File: src/design/rtsc_cfg.svh
// Purpose: Offsets, field positions, reset values and keys of the timestamp capture block
// Assumes: Byte addresses on an 8-bit register port, 32-bit data
// Notes:   Definitions only; types live in rtsc_pkg
`ifndef RTSC_CFG_SVH
`define RTSC_CFG_SVH

// ----------------------------------------
// Register offsets
// ----------------------------------------
`define RTSC_OFS_STATUS 8'h0C
`define RTSC_OFS_KEY 8'h24
`define RTSC_OFS_TS_TIME 8'h30
`define RTSC_OFS_TS_DATE 8'h34
`define RTSC_OFS_TS_SNAP_PRESCALER_COUNT 8'h38
`define RTSC_OFS_CAL 8'h3C
`define RTSC_OFS_CLEAR 8'h40
`define RTSC_OFS_IRQ_EN 8'h44

// ----------------------------------------
// Field positions
// ----------------------------------------
`define RTSC_SEC_ONES_LSB 0
`define RTSC_SEC_TENS_LSB 4
`define RTSC_MIN_ONES_LSB 8
`define RTSC_MIN_TENS_LSB 12
`define RTSC_HR_ONES_LSB 16
`define RTSC_HR_TENS_LSB 20
`define RTSC_MERIDIEM_BIT 22
`define RTSC_DAY_ONES_LSB 0
`define RTSC_DAY_TENS_LSB 4
`define RTSC_MON_ONES_LSB 8
`define RTSC_MON_TENS_BIT 12
`define RTSC_WEEKDAY_LSB 13
`define RTSC_KEY_LSB 0
`define RTSC_FLAG_BIT 0
`define RTSC_OVR_BIT 1

// ----------------------------------------
// Reset values, masks and keys
// ----------------------------------------
`define RTSC_SNAP_RST 32'h0000_0000
`define RTSC_SNAP_PRESCALER_COUNT_RST 16'h0000
`define RTSC_CAL_RST 32'h0000_0000
`define RTSC_STATUS_RST 2'h0
`define RTSC_KEY_READ 32'h0000_0000
`define RTSC_CAL_WMASK 32'hFFFF_E1FF
`define RTSC_KEY_FIRST 8'hCA
`define RTSC_KEY_SECOND 8'h53

`endif

File: src/design/rtsc_pkg.sv
// Purpose: Types shared by the timestamp capture block
// Assumes: Constants come from rtsc_cfg.svh
// Notes:   Protection states are Gray coded along the unlock path
package rtsc_pkg;

    // ----------------------------------------
    // Write protection states
    // ----------------------------------------
    typedef enum logic [1:0]
    {
        RTSC_LOCKED = 2'b00,
        RTSC_HALF = 2'b01,
        RTSC_OPEN = 2'b11
    } rtsc_prot_state_t;

endpackage : rtsc_pkg

File: src/design/rtsc_sync.sv
// Purpose: Three-stage synchroniser and rising-edge detect for the stamp pin
// Assumes: Pin is asynchronous to i_mclk
// Notes:   A change counts only when stages two and three agree
`include "rtsc_cfg.svh"
module rtsc_sync
    import rtsc_pkg::*;
(
    input wire logic i_mclk,
    input wire logic i_resetn,
    input wire logic i_ce,
    input wire logic i_async,
    output logic o_rise
);
    logic meta_reg;
    logic stage2_reg;
    logic stage3_reg;
    logic level_reg;
    wire agree = (stage2_reg == stage3_reg);

    // Edge only after two stable samples, so a glitch cannot stamp twice
    assign o_rise = agree && stage2_reg && !level_reg;

    // Chain and filtered level
    always_ff @(posedge i_mclk or negedge i_resetn)
    begin
        if (!i_resetn)
        begin
            meta_reg <= 1'b0;
            stage2_reg <= 1'b0;
            stage3_reg <= 1'b0;
            level_reg <= 1'b0;
        end
        else if (i_ce)
        begin
            meta_reg <= i_async;
            stage2_reg <= meta_reg;
            stage3_reg <= stage2_reg;
            level_reg <= agree ? stage2_reg : level_reg;
        end
    end

endmodule : rtsc_sync

File: src/design/rtsc_protect.sv
// Purpose: Key sequence that unlocks the protected calibration register
// Assumes: Key writes are one-cycle strobes from the register port
// Notes:   Any wrong key relocks; system reset relocks
`include "rtsc_cfg.svh"
module rtsc_protect
    import rtsc_pkg::*;
(
    input wire logic i_mclk,
    input wire logic i_resetn,
    input wire logic i_ce,
    input wire logic i_sys_resetn,
    input wire logic i_key_wr,
    input wire logic [7:0] i_key,
    output logic o_unlocked
);
    rtsc_prot_state_t state_reg;
    rtsc_prot_state_t state_next;

    // Next state of the key sequence
    always_comb
    begin
        state_next = state_reg;
        if (!i_sys_resetn)
            state_next = RTSC_LOCKED;
        else if (i_key_wr)
        begin
            case (state_reg)
                RTSC_HALF: state_next = (i_key == `RTSC_KEY_SECOND) ? RTSC_OPEN : RTSC_LOCKED;
                default: state_next = (i_key == `RTSC_KEY_FIRST) ? RTSC_HALF : RTSC_LOCKED;
            endcase
        end
    end

    always_ff @(posedge i_mclk or negedge i_resetn)
    begin
        if (!i_resetn)
            state_reg <= RTSC_LOCKED;
        else if (i_ce)
            state_reg <= state_next;
    end

    assign o_unlocked = (state_reg == RTSC_OPEN);
endmodule : rtsc_protect

File: src/design/rtsc_timestamp_capture.sv
// Purpose: Timestamp snapshot of calendar time, date and prescaler count
// Assumes: Live calendar fields come from logic on i_mclk; stamp pin is asynchronous
// Notes:   i_resetn is power-on reset; i_sys_resetn keeps snapshots and calibration
`include "rtsc_cfg.svh"
module rtsc_timestamp_capture
    import rtsc_pkg::*;
(
    input wire logic i_mclk,
    input wire logic i_resetn,
    input wire logic i_sys_resetn,
    input wire logic i_ce,
    input wire logic [7:0] i_addr,
    input wire logic [31:0] i_wdata,
    input wire logic i_wr,
    input wire logic i_rd,
    input wire logic i_stamp_pin,
    input wire logic [3:0] i_live_sec_ones,
    input wire logic [2:0] i_live_sec_tens,
    input wire logic [3:0] i_live_min_ones,
    input wire logic [2:0] i_live_min_tens,
    input wire logic [3:0] i_live_hr_ones,
    input wire logic [1:0] i_live_hr_tens,
    input wire logic i_live_meridiem,
    input wire logic [3:0] i_live_day_ones,
    input wire logic [1:0] i_live_day_tens,
    input wire logic [3:0] i_live_mon_ones,
    input wire logic i_live_mon_tens,
    input wire logic [2:0] i_live_weekday,
    input wire logic [15:0] i_live_prescaler,
    output logic [31:0] o_rdata,
    output logic o_irq,
    output logic o_stamp_flag
);

    // ----------------------------------------
    // Declarations
    // ----------------------------------------
    logic [31:0] ts_time_reg;
    logic [31:0] ts_time_next;
    logic [31:0] ts_date_reg;
    logic [31:0] ts_date_next;
    logic [15:0] ts_snap_prescaler_count_reg;
    logic [15:0] ts_snap_prescaler_count_next;
    logic [31:0] cal_reg;
    logic [31:0] cal_next;
    logic [1:0] status_reg;
    logic [1:0] status_next;
    logic [1:0] irq_en_reg;
    logic [1:0] irq_en_next;
    logic irq_reg;
    logic irq_next;
    logic [31:0] rdata_reg;
    logic [31:0] rdata_next;
    logic [31:0] time_cap;
    logic [31:0] date_cap;
    logic stamp_rise;
    logic unlocked;

    // Address match, shared by every decode below
    function automatic logic rtsc_hit(input logic [7:0] addr, input logic [7:0] ofs);
        return addr == ofs;
    endfunction : rtsc_hit

    // ----------------------------------------
    // Stamp pin and write protection
    // ----------------------------------------
    rtsc_sync u_sync
    (
        .i_mclk(i_mclk),
        .i_resetn(i_resetn),
        .i_ce(i_ce),
        .i_async(i_stamp_pin),
        .o_rise(stamp_rise)
    );

    wire wr_key = i_wr && rtsc_hit(i_addr, `RTSC_OFS_KEY);

    rtsc_protect u_protect
    (
        .i_mclk(i_mclk),
        .i_resetn(i_resetn),
        .i_ce(i_ce),
        .i_sys_resetn(i_sys_resetn),
        .i_key_wr(wr_key),
        .i_key(i_wdata[`RTSC_KEY_LSB +: 8]),
        .o_unlocked(unlocked)
    );

    // ----------------------------------------
    // Write decode
    // ----------------------------------------
    wire stamp_evt = i_ce && stamp_rise;
    wire wr_cal = i_wr && rtsc_hit(i_addr, `RTSC_OFS_CAL);
    wire wr_clear = i_wr && rtsc_hit(i_addr, `RTSC_OFS_CLEAR);
    wire wr_irq_en = i_wr && rtsc_hit(i_addr, `RTSC_OFS_IRQ_EN);
    wire [1:0] clear_bits = wr_clear ? i_wdata[1:0] : 2'h0;
    wire flag_now = status_reg[`RTSC_FLAG_BIT];

    // ----------------------------------------
    // Live calendar packed into snapshot layout
    // ----------------------------------------
    always_comb
    begin
        time_cap = `RTSC_SNAP_RST;
        time_cap[`RTSC_SEC_ONES_LSB +: 4] = i_live_sec_ones;
        time_cap[`RTSC_SEC_TENS_LSB +: 3] = i_live_sec_tens;
        time_cap[`RTSC_MIN_ONES_LSB +: 4] = i_live_min_ones;
        time_cap[`RTSC_MIN_TENS_LSB +: 3] = i_live_min_tens;
        time_cap[`RTSC_HR_ONES_LSB +: 4] = i_live_hr_ones;
        time_cap[`RTSC_HR_TENS_LSB +: 2] = i_live_hr_tens;
        time_cap[`RTSC_MERIDIEM_BIT] = i_live_meridiem;
    end

    // Reserved date bits stay zero
    always_comb
    begin
        date_cap = `RTSC_SNAP_RST;
        date_cap[`RTSC_DAY_ONES_LSB +: 4] = i_live_day_ones;
        date_cap[`RTSC_DAY_TENS_LSB +: 2] = i_live_day_tens;
        date_cap[`RTSC_MON_ONES_LSB +: 4] = i_live_mon_ones;
        date_cap[`RTSC_MON_TENS_BIT] = i_live_mon_tens;
        date_cap[`RTSC_WEEKDAY_LSB +: 3] = i_live_weekday;
    end

    // ----------------------------------------
    // Status: stamp flag and overrun
    // ----------------------------------------
    // Set beats clear, so an event racing the clear is never lost
    wire [1:0] status_set = {stamp_evt && flag_now, stamp_evt};
    assign status_next = status_set | (status_reg & ~clear_bits);
    wire flag_drop = flag_now && !status_next[`RTSC_FLAG_BIT];

    // ----------------------------------------
    // Snapshot next values
    // ----------------------------------------
    // A new event overwrites an unread stamp; overrun tells software so
    assign ts_time_next = stamp_evt ? time_cap :
        (flag_drop ? `RTSC_SNAP_RST : ts_time_reg);
    assign ts_date_next = stamp_evt ? date_cap :
        (flag_drop ? `RTSC_SNAP_RST : ts_date_reg);
    assign ts_snap_prescaler_count_next = stamp_evt ? i_live_prescaler :
        (flag_drop ? `RTSC_SNAP_PRESCALER_COUNT_RST : ts_snap_prescaler_count_reg);

    // ----------------------------------------
    // Calibration and interrupt enable
    // ----------------------------------------
    // Locked writes are dropped silently; reserved bits never store
    assign cal_next = (wr_cal && unlocked) ? (i_wdata & `RTSC_CAL_WMASK) : cal_reg;
    assign irq_en_next = !i_sys_resetn ? 2'h0 : (wr_irq_en ? i_wdata[1:0] : irq_en_reg);
    // Uses next values so the output lines up with the status register
    assign irq_next = |(status_next & irq_en_next);

    // ----------------------------------------
    // Read mux, data valid only the cycle after the strobe
    // ----------------------------------------
    wire [31:0] rd_mux =
        rtsc_hit(i_addr, `RTSC_OFS_TS_TIME) ? ts_time_reg :
        rtsc_hit(i_addr, `RTSC_OFS_TS_DATE) ? ts_date_reg :
        rtsc_hit(i_addr, `RTSC_OFS_TS_SNAP_PRESCALER_COUNT) ? {16'h0000, ts_snap_prescaler_count_reg} :
        rtsc_hit(i_addr, `RTSC_OFS_CAL) ? cal_reg :
        rtsc_hit(i_addr, `RTSC_OFS_STATUS) ? {30'h0000_0000, status_reg} :
        rtsc_hit(i_addr, `RTSC_OFS_IRQ_EN) ? {30'h0000_0000, irq_en_reg} :
        `RTSC_KEY_READ;
    assign rdata_next = i_rd ? rd_mux : 32'h0000_0000;

    // ----------------------------------------
    // Power-on domain: snapshots and calibration
    // ----------------------------------------
    // System reset is not wired here, so contents survive it
    always_ff @(posedge i_mclk or negedge i_resetn)
    begin
        if (!i_resetn)
        begin
            ts_time_reg <= `RTSC_SNAP_RST;
            ts_date_reg <= `RTSC_SNAP_RST;
            ts_snap_prescaler_count_reg <= `RTSC_SNAP_PRESCALER_COUNT_RST;
            cal_reg <= `RTSC_CAL_RST;
        end
        else if (i_ce)
        begin
            ts_time_reg <= ts_time_next;
            ts_date_reg <= ts_date_next;
            ts_snap_prescaler_count_reg <= ts_snap_prescaler_count_next;
            cal_reg <= cal_next;
        end
    end

    // ----------------------------------------
    // Status, interrupt and read port
    // ----------------------------------------
    // Flag lives with the snapshots so a system reset cannot orphan them
    always_ff @(posedge i_mclk or negedge i_resetn)
    begin
        if (!i_resetn)
        begin
            status_reg <= `RTSC_STATUS_RST;
            irq_en_reg <= 2'h0;
            irq_reg <= 1'b0;
            rdata_reg <= 32'h0000_0000;
        end
        else if (i_ce)
        begin
            status_reg <= status_next;
            irq_en_reg <= irq_en_next;
            irq_reg <= irq_next;
            rdata_reg <= rdata_next;
        end
    end

    assign o_rdata = rdata_reg;
    assign o_irq = irq_reg;
    assign o_stamp_flag = status_reg[`RTSC_FLAG_BIT];
endmodule : rtsc_timestamp_capture

File: config.mk
export PLATFORM = sky130hd
export DESIGN_NAME = rtsc_timestamp_capture
export DESIGN_NICKNAME = d
export VERILOG_FILES = /design/src/design/rtsc_pkg.sv /design/src/design/rtsc_sync.sv /design/src/design/rtsc_protect.sv /design/src/design/rtsc_timestamp_capture.sv
export VERILOG_INCLUDE_DIRS = /design/src /design/src/design
export SDC_FILE = /design/constraint.sdc
export NUM_CORES = 1
export LEC_CHECK = 0
export ABC_AREA = 1
export BUFFER_PORTS_ARGS = -buffer_cell sky130_fd_sc_hd__buf_2
export CAP_MARGIN = 20
export CORE_MARGIN = 2
export CORE_UTILIZATION = 50
export CTS_BUF_LIST = sky130_fd_sc_hd__clkbuf_4 sky130_fd_sc_hd__clkbuf_8 sky130_fd_sc_hd__clkbuf_16
export CTS_CLUSTER_DIAMETER = 80
export DETAILED_ROUTE_END_ITERATION = 10
export MAX_ROUTING_LAYER = met4
export PLACE_DENSITY = 0.78
export SLEW_MARGIN = 0
export SYNTH_ARGS = -nofsm -noshare
export SYNTH_HDL_FRONTEND = slang
export SYNTH_SLANG_ARGS = --single-unit
File: constraint.sdc
create_clock -name i_mclk -period 1.8 [get_ports i_mclk]
set_clock_uncertainty 0.2 [all_clocks]
set_input_delay 0.54 -clock i_mclk [delete_from_list [all_inputs] [get_ports i_mclk]]
set_output_delay 0.54 -clock i_mclk [all_outputs]
set_load 0.01 [all_outputs]
==> impl_metrics.json, run 1 <==
{
  "critical-path-top-delay-family": "flip-flops",
  "drtIter0Drc": 502,
  "synth_edf_count": 0,
  "die_w_um": 109,
  "synth_largest_area_cell": "dfrtp_1",
  "numClockSinks": 122,
  "syn-instance-count": 634,
  "power_density_mw_per_mm2": 1070,
  "cts.path.max_buffers": 2,
  "viasPerCell": 5.26,
  "largest_reg_flops": 32,
  "final_net_count": 919,
  "vias": 5108,
  "syn-num-nets": 733,
  "synth-main-ff-cell": "dfrtp_1",
  "drcViolationCount": 0,
  "final_max_slew_viol_count": 0,
  "p_leak_nw": 3.99,
  "drt-pass1-iter-count": 5,
  "portBuffers": 127,
  "rsz0062_at_grt": "yes",
  "path_cells": "buf_6",
  "ys_ff_latch": 122,
  "yosys-top-cells-count": "155 x nand2_1, 122 x dfrtp_1, 90 x inv_1",
  "ys_types": 34,
  "crit_fanout": 2,
  "cp.required_ns": 1.06,
  "setup_ws_ns": -0.00579,
  "hold_violations": 0,
  "num_rows": 38,
  "grtUsageTotal_pct": 27.0,
  "diodes": 0,
  "period_share_pct": 100,
  "slowest_delay_ns": 0.42,
  "synth_most_common_cell": "nand2_1",
  "grt_max_degree": 65,
  "holdWs_ns": 0.0272,
  "worst-setup-path-type": "flip-flop to output pin",
  "clk_latency_ns": 0.52,
  "cp-start-kind": "flip-flop",
  "cts_tree": "built",
  "clk_pin_slew_ns": 0.05,
  "place.gp.congestion": 0.935,
  "core_region_area_mm2": 0.0108,
  "grt_pass1_wl_um": 23600,
  "die_y_um": 109,
  "period_needed_ns": 1.81,
  "ant_nets": 0,
  "root_buffer": "clkbuf_8",
  "critPathSlowestCell": "dfrtp_2",
  "drive_above_1_share_pct": 31.4,
  "antenna_found_initial": 0,
  "drv_cap": 0,
  "hold_class": "input port to flip-flop",
  "dieArea_mm2": 0.0118,
  "ctsHtreeMaxLevel": 4,
  "initial_core_util_pct": 50.9,
  "wl_per_cell_um": 15.6,
  "crit_path_end_kind": "output pin",
  "failed_checks": "negative setup slack",
  "finalWirelength_um": 15200,
  "relSlewSlack_pct": 73.1,
  "finish.instance_area_mm2": 0.00739,
  "synth_top_area_share_pct": 55.6,
  "worst_slew_pin_slew_ns": 0.404,
  "fmax_ghz": 0.554,
  "synth_warnings": 0,
  "grt_pass1_vias": 4878,
  "place_area_mm2": 0.00659,
  "ir_drop_mv": 0.467,
  "seq_area_frac_synth_pct": 55.6,
  "grt-ovfl-total": 0,
  "setup_viol": 3,
  "cts_buffers": 17,
  "arrival_ns": 1.07,
  "yosys-top-cells-area": "dfrtp_1 56%, nand2_1 11%, inv_1 6.2%",
  "crit_buf_inv": 1,
  "netlist_area_mm2": 0.00549,
  "status": "complete, but fails checks",
  "final_util_pct": 68.5,
  "top_level_ports": 132,
  "synth.avg_cell_area_um2": 8.66,
  "synthArstFlopShare_pct": 100,
  "area_growth_pct": 34.6,
  "dp.final_hpwl_um": 10000
}
## cell families after synthesis
family | count (synthesis) | synth area share [%]
muxes | 6 | 1.57
buffers and inverters | 125 | 9.14
and+or+nand+nor | 230 | 17.9
adders and majority gates | 1 | 0.228
DFF | 122 | 55.6
AOI/OAI and AO/OA | 150 | 15.6
## routing by layer
metal | global-route usage, % | wire length [um] | vias to the layer above
li1 | - | - | 2392
met1 | 34.1 | 6180 | 2463
met2 | 43.3 | 7680 | 209
met3 | 5.98 | 960 | 44
met4 | 9.62 | 332 | 0
met5 | - | 0 | -
## tightest hold or removal path, delay by kind of cell
family                 cells  cell delay (ns)
buffers and inverters      1             0.07
AND/OR/NAND/NOR            2             0.10
## cell usage in the layout (no fill, tap or decap), types with 7 or more instances in the layout
cell type and instances:
clkbuf_16 16, inv_1 90, a22o_1 7, buf_2 121, buf_4 61, nand3_1 22, a21oi_1 28, o21ai_0 65
o21ai_1 20, a21oi_2 10, o22ai_1 7, nor2_1 34, dfrtp_1 121, nand2_1 154
## worst paths after layout
check | startpoint | endpoint | slack, ns | cells after the start
max in group asynchronous | i_resetn | status_reg[0] | 0.55 | 3
min in group asynchronous | i_resetn | ts_date_reg[12] | 0.22 | 2
hold reg to reg | o_rdata[0] | o_rdata[0] | 0.28 | 2
setup / recovery | status_reg[0] | o_stamp_flag | -0.006 | 1
setup reg to reg | u_protect.state_reg[0] | cal_reg[28] | 0.08 | 6
hold / removal | i_stamp_pin | u_sync.meta_reg | 0.03 | 3
## area by class of cell
type | count | area [um^2]
fillers | 807 | 3400
clock inverters | 9 | 97.6
well taps | 140 | 175
inverters | 98 | 393
repair buffers | 194 | 1250
multi-input cells | 387 | 1960
clock buffers | 22 | 464
flip-flops and latches | 122 | 3050
## metrics by stage
| step | instances | setup TNS, ns | power (mW) | worst slack [ns] |
|---|---|---|---|---|
| finish | 972 | -0.00856 | 7.93 | -0.00579 |
| global route | 972 | -0.478 | 8.29 | -0.0424 |
| CTS | 953 | -0.0679 | 7.94 | -0.0254 |
| detailed placement | 914 | -25.99 | 4.67 | -0.314 |
| global placement | 914 | -22.26 | 4.58 | -0.250 |
| floorplan | 634 | -0.0141 | 4.19 | -0.00282 |
## power by group
part / internal (mW) / total, mW / switching, mW
registers: 3.35 / 3.56 / 0.210
logic: 0.417 / 1.13 / 0.713
clock network: 2.06 / 3.23 / 1.17
## repair_timing
item	in CTS	in global routing
hold endpoints to repair	58	0
buffers inserted	7	19
endpoints found under the setup margin	11	34
hold buffers	1	0
gates resized for setup	3	3
Power figures use the tool's default switching activity.
==> run 2, diff against run 1 <==
--- a/config.mk
+++ b/config.mk
@@ -6,7 +6,6 @@
 export SDC_FILE = /design/constraint.sdc
 export NUM_CORES = 1
 export LEC_CHECK = 0
-export ABC_AREA = 1
 export BUFFER_PORTS_ARGS = -buffer_cell sky130_fd_sc_hd__buf_2
 export CAP_MARGIN = 20
 export CORE_MARGIN = 2
==> impl_metrics.json, run 2 <==
{
  "crit_fanout": 2,
  "cp-start-kind": "flip-flop",
  "grtUsageTotal_pct": 27.3,
  "viasPerCell": 5.59,
  "p_leak_nw": 3.71,
  "hp-start": "i_live_prescaler[5]",
  "swShare_pct": 24.9,
  "r2r_start": "u_sync.stage2_reg",
  "core_region_area_mm2": 0.0107,
  "setup_ws_ns": -0.0279,
  "clk_latency_ns": 0.53,
  "relSlewSlack_pct": 74.7,
  "num_rows": 38,
  "internal_power_mw": 6.54,
  "syn-instance-count": 441,
  "place_area_mm2": 0.00656,
  "holdWs_ns": 0.0277,
  "synthArstFlopShare_pct": 100,
  "netlist_area_mm2": 0.00548,
  "root_buffer": "clkbuf_8",
  "drive_above_1_share_pct": 48.4,
  "yosys-top-cells-area": "dfrtp_1 56%, a22o_2 5.7%, mux2_4 5.5%",
  "synth_top_area_share_pct": 55.7,
  "r2r_cells": 6,
  "slowest_delay_ns": 0.40,
  "synth_largest_area_cell": "dfrtp_1",
  "ys_ff_latch": 122,
  "dr_wl_met3_um": 985,
  "hold_class": "input port to flip-flop",
  "rr_endpoint": "ts_time_reg[5]",
  "arrival_ns": 1.09,
  "die_y_um": 109,
  "seq_area_frac_synth_pct": 55.7,
  "drt-pass1-iter-count": 5,
  "setup_viol": 7,
  "cp.required_ns": 1.06,
  "period_needed_ns": 1.83,
  "ir_drop_mv": 0.650,
  "drcViolationCount": 0,
  "ff2ff_setup_slack_ns": 0.05,
  "numClockSinks": 122,
  "status": "complete, but fails checks",
  "route.met2.wl_um": 7310,
  "crit_buf_inv": 1,
  "final_max_slew_viol_count": 0,
  "cts_tree": "built",
  "p_switching_mw": 2.17,
  "pwr-share-seq_pct": 42.9,
  "synth_edf_count": 0,
  "syn-num-nets": 540,
  "synth_warnings": 0,
  "finalWirelength_um": 14900,
  "grt_pass1_vias": 4510,
  "failed_checks": "negative setup slack",
  "final_net_count": 725,
  "portBuffers": 127,
  "critPathSlowestCell": "dfrtp_1",
  "layout_common_cells": "121 x dfrtp_1, 121 x buf_2, 55 x buf_4",
  "place.gp.congestion": 0.882,
  "critical-path-top-delay-family": "flip-flops",
  "clockPowerShare_pct": 41.3,
  "area_growth_pct": 35.8,
  "synth_most_common_cell": "dfrtp_1",
  "ctsHtreeMaxLevel": 4,
  "period_share_pct": 102,
  "wl_per_cell_um": 19.1,
  "path_cells": "buf_2",
  "top_level_ports": 132,
  "cts.path.max_buffers": 2,
  "initial_core_util_pct": 51.0,
  "fmax_ghz": 0.547,
  "holdPathEnd": "ts_snap_prescaler_count_reg[5]",
  "cts_buffers": 17,
  "power_density_mw_per_mm2": 1170,
  "wl_met1_um": 6350,
  "worst_slew_pin_slew_ns": 0.377,
  "synth-main-ff-cell": "dfrtp_1",
  "hold_depth": 2,
  "worst-setup-path-type": "flip-flop to output pin",
  "synth.avg_cell_area_um2": 12.4,
  "vias": 4358,
  "dp.final_hpwl_um": 10200,
  "grt_max_degree": 39,
  "finish.instance_area_mm2": 0.00744,
  "drtIter0Drc": 345,
  "crit_path_end_kind": "output pin",
  "rsz0062_at_grt": "yes",
  "num-fill-cells": 764,
  "die_w_um": 109,
  "ys_types": 51,
  "combinationalPowerShare_pct": 15.8,
  "yosys-top-cells-count": "122 x dfrtp_1, 40 x inv_1, 31 x a22o_2",
  "dr.max_layer_used": "met4",
  "antenna_found_initial": 1,
  "grt-ovfl-total": 0,
  "hold_violations": 0,
  "largest_reg_flops": 32,
  "clk_pin_slew_ns": 0.06,
  "dieArea_mm2": 0.0118,
  "drv_cap": 0,
  "ant_nets": 0,
  "grt_pass1_wl_um": 23400
}
[run 2: per-stage QoR]
stage	utilization, %	worst slack (ns)	setup TNS, ns	power, mW	std cells
floorplan	-	-0.209	-9.61	4.54	441
global placement	61.0	-0.333	-31.54	4.99	724
detailed placement	61.0	-0.419	-35.07	5.05	724
CTS	68.0	-0.0425	-0.365	8.70	768
global route	69.2	-0.0579	-1.21	9.09	780
finish	69.2	-0.0279	-0.0787	8.71	780
[run 2: layer usage]
layer / vias to the layer above / GRT usage, %
met5: - / -
met1: 2179 / 33.7
met2: 166 / 42.7
met3: 28 / 7.65
li1: 1985 / -
met4: 0 / 10.7
[run 2: how the worst max path moves through the flow]
stage               slack, ns  startpoint           to  cells after the start
floorplan               -0.21   i_addr[7]  cal_reg[13]                      5
CTS                     -0.04  o_rdata[2]   o_rdata[2]                      1
global route            -0.06  o_rdata[2]   o_rdata[2]                      1
detailed placement      -0.42   i_addr[7]   o_rdata[3]                      7
global placement        -0.33   i_addr[7]  cal_reg[31]                      6
finish                  -0.03  o_rdata[2]   o_rdata[2]                      1
[run 2: power groups by stage]
stage | combinational (mW) | clock, mW | sequential, mW
finish | 1.38 | 3.59 | 3.74
global route | 1.51 | 3.77 | 3.81
CTS | 1.34 | 3.63 | 3.72
detailed placement | 1.31 | 0 | 3.74
global placement | 1.26 | 0 | 3.73
floorplan | 0.922 | 0 | 3.62
[run 2: repair_timing]
item	4_1_cts	5_1_grt
gates resized for setup	6	4
setup buffers	11	9
endpoints found under the setup margin	29	77
gates cloned	0	2
pin swaps	0	8
endpoints found under the hold margin	19	0
hold buffers	1	0
[run 2: kinds of logic after synthesis]
logic type	Yosys count	synth area share (%)
buffers and inverters	70	6.21
multiplexers	48	11.5
AND/OR/NAND/NOR	66	7.88
flip-flops	122	55.7
adder cells (fa/ha/maj)	1	0.228
AO/OA/AOI/OAI	134	18.5
[run 2: cell type report]
| cell class | count | area [um^2] | area share [%] |
|---|---|---|---|
| sequential | 122 | 3050 | 41.0 |
| multi-input combinational | 249 | 2100 | 28.2 |
| timing repair buffer | 195 | 1320 | 17.8 |
| clock buffer | 21 | 463 | 6.22 |
| tap | 140 | 175 | 2.35 |
| clock inverter | 11 | 166 | 2.24 |
| inverter | 41 | 154 | 2.07 |
| antenna | 1 | 2.50 | 0.0336 |
==> run 3, diff against run 2 <==
==> constraint.sdc (replaced) <==
create_clock -name i_mclk -period 1.8 [get_ports i_mclk]
set_clock_uncertainty 0.2 [all_clocks]
set_input_delay 0.27 -clock i_mclk [delete_from_list [all_inputs] [get_ports i_mclk]]
set_output_delay 0.27 -clock i_mclk [all_outputs]
set_load 0.01 [all_outputs]
==> impl_metrics.json, run 3 (synthesis gave the netlist of run 2 again) <==
{
  "arrival_ns": 2.02,
  "initial_core_util_pct": 51.0,
  "final_net_count": 779,
  "layout_commonest_cell": "buf_2",
  "crit_fanout": 39,
  "area_growth_pct": 45.1,
  "power_density_mw_per_mm2": 1090,
  "antenna_found_initial": 1,
  "ff2ff_setup_slack_ns": 0.04,
  "drv_cap": 0,
  "ir_drop_mv": 0.710,
  "cp-start-kind": "flip-flop",
  "num-fill-cells": 700,
  "worst_slew_pin_slew_ns": 0.537,
  "drtIter0Drc": 304,
  "ctsHtreeMaxLevel": 4,
  "rsz0062_at_grt": "no",
  "layout_common_cells": "125 x buf_2, 122 x dfrtp_1, 84 x dlygate4sd3_1",
  "hold_violations": 0,
  "grt_max_degree": 52,
  "crit_path_end_kind": "flip-flop",
  "critPathSlowestCell": "dfrtp_1",
  "cp.required_ns": 2.06,
  "cts_buffers": 17,
  "grt-ovfl-total": 0,
  "p_leak_nw": 3.87,
  "clk_latency_ns": 0.53,
  "grt_pass1_vias": 5005,
  "die_w_um": 109,
  "grtUsageTotal_pct": 29.1,
  "root_buffer": "clkbuf_8",
  "largest_reg_flops": 32,
  "setup_viol": 0,
  "period_needed_ns": 1.76,
  "viasPerCell": 5.56,
  "path_cells": "ha_2 > and3b_2 > a31oi_4 > buf_12 > a22o_1",
  "dp.final_hpwl_um": 9900,
  "place.gp.congestion": 0.917,
  "ant_nets": 0,
  "instances_no_fill": 833,
  "setup_tns_ns": 0,
  "setup_ws_ns": 0.0433,
  "cts.path.max_buffers": 2,
  "cts_tree": "built",
  "drt-pass1-iter-count": 5,
  "drcViolationCount": 0,
  "period_share_pct": 97.6,
  "grt_pass1_wl_um": 25100,
  "place_ws_ns": -0.147,
  "finalWirelength_um": 15900,
  "slowest_delay_ns": 0.40,
  "vias": 4634,
  "fmax_ghz": 0.569,
  "drive_above_1_share_pct": 40.0,
  "portBuffers": 127,
  "wl_per_cell_um": 19.1,
  "final_max_slew_viol_count": 0,
  "dpl.cell_count": 717,
  "final_util_pct": 74.0,
  "num_rows": 38,
  "die_y_um": 109,
  "core_region_area_mm2": 0.0107,
  "clk_pin_slew_ns": 0.07,
  "relSlewSlack_pct": 64.2,
  "numClockSinks": 122,
  "dieArea_mm2": 0.0118,
  "worst-setup-path-type": "flip-flop to flip-flop",
  "hold_class": "input port to asynchronous set/reset pin",
  "status": "finished, final reports clean",
  "top_level_ports": 132
}
[run 3: final timing paths]
| check | from | end | cells past startpoint |
|---|---|---|---|
| max in group asynchronous | i_resetn | u_sync.stage2_reg | 3 |
| min reg2reg | cal_reg[27] | o_rdata[27] | 2 |
| min | i_resetn | o_rdata[25] | 2 |
| min in group i_mclk | i_rd | o_rdata[2] | 5 |
| max reg2reg | u_sync.stage2_reg | ts_date_reg[9] | 5 |
| max | u_sync.stage2_reg | ts_date_reg[9] | 5 |
[run 3: what timing repair did]
item,in CTS,in global routing
endpoints found under the hold margin,205,0
endpoints found under the setup margin,0,26
buffers inserted,0,0
resized for setup,0,3
hold buffers,84,0
[run 3: layer usage]
| layer | share of wire (%) | track usage, % |
|---|---|---|
| met1 | 39 | 33.3 |
| met2 | 51 | 47.5 |
| met3 | 5.8 | 7.17 |
| met4 | 4.2 | 15.5 |
| met5 | 0 | - |
[run 3: area by class of cell]
type | count | area (um^2) | area share [%]
Antenna cell | 1 | 2.50 | 0.0315
Clock buffer | 20 | 449 | 5.65
Clock inverter | 11 | 146 | 1.84
Inverter | 41 | 154 | 1.94
Multi-Input combinational cell | 249 | 2090 | 26.3
Sequential cell | 122 | 3050 | 38.4
Tap cell | 140 | 175 | 2.20
Timing Repair Buffer | 249 | 1880 | 23.6
[run 3: power by group]
group	internal, mW	switching [mW]	leakage (nW)
Sequential	3.34	0.417	1.61
Combinational	0.898	0.588	1.97
Clock	2.19	1.23	0.290
[run 3: stage by stage]
stage	total power [mW]	area [um^2]	hold slack [ns]
6_report	8.66	7950	0.0581
5_1_grt	8.99	7950	0.0929
4_1_cts	8.61	7940	0.0564
3_5_place_dp	5.03	6500	0.0761
3_3_place_gp	4.96	6500	0.0682
2_1_floorplan	4.54	5480	-0.226
[run 3: worst max-delay path: cells and delay by family (launching register included)]
family,cells,cell delay [ns]
flip-flops,1,0.40
adder cells (fa/ha/maj),1,0.19
buffers and inverters,1,0.23
AND/OR/NAND/NOR,1,0.26
AO/OA/AOI/OAI,2,0.40
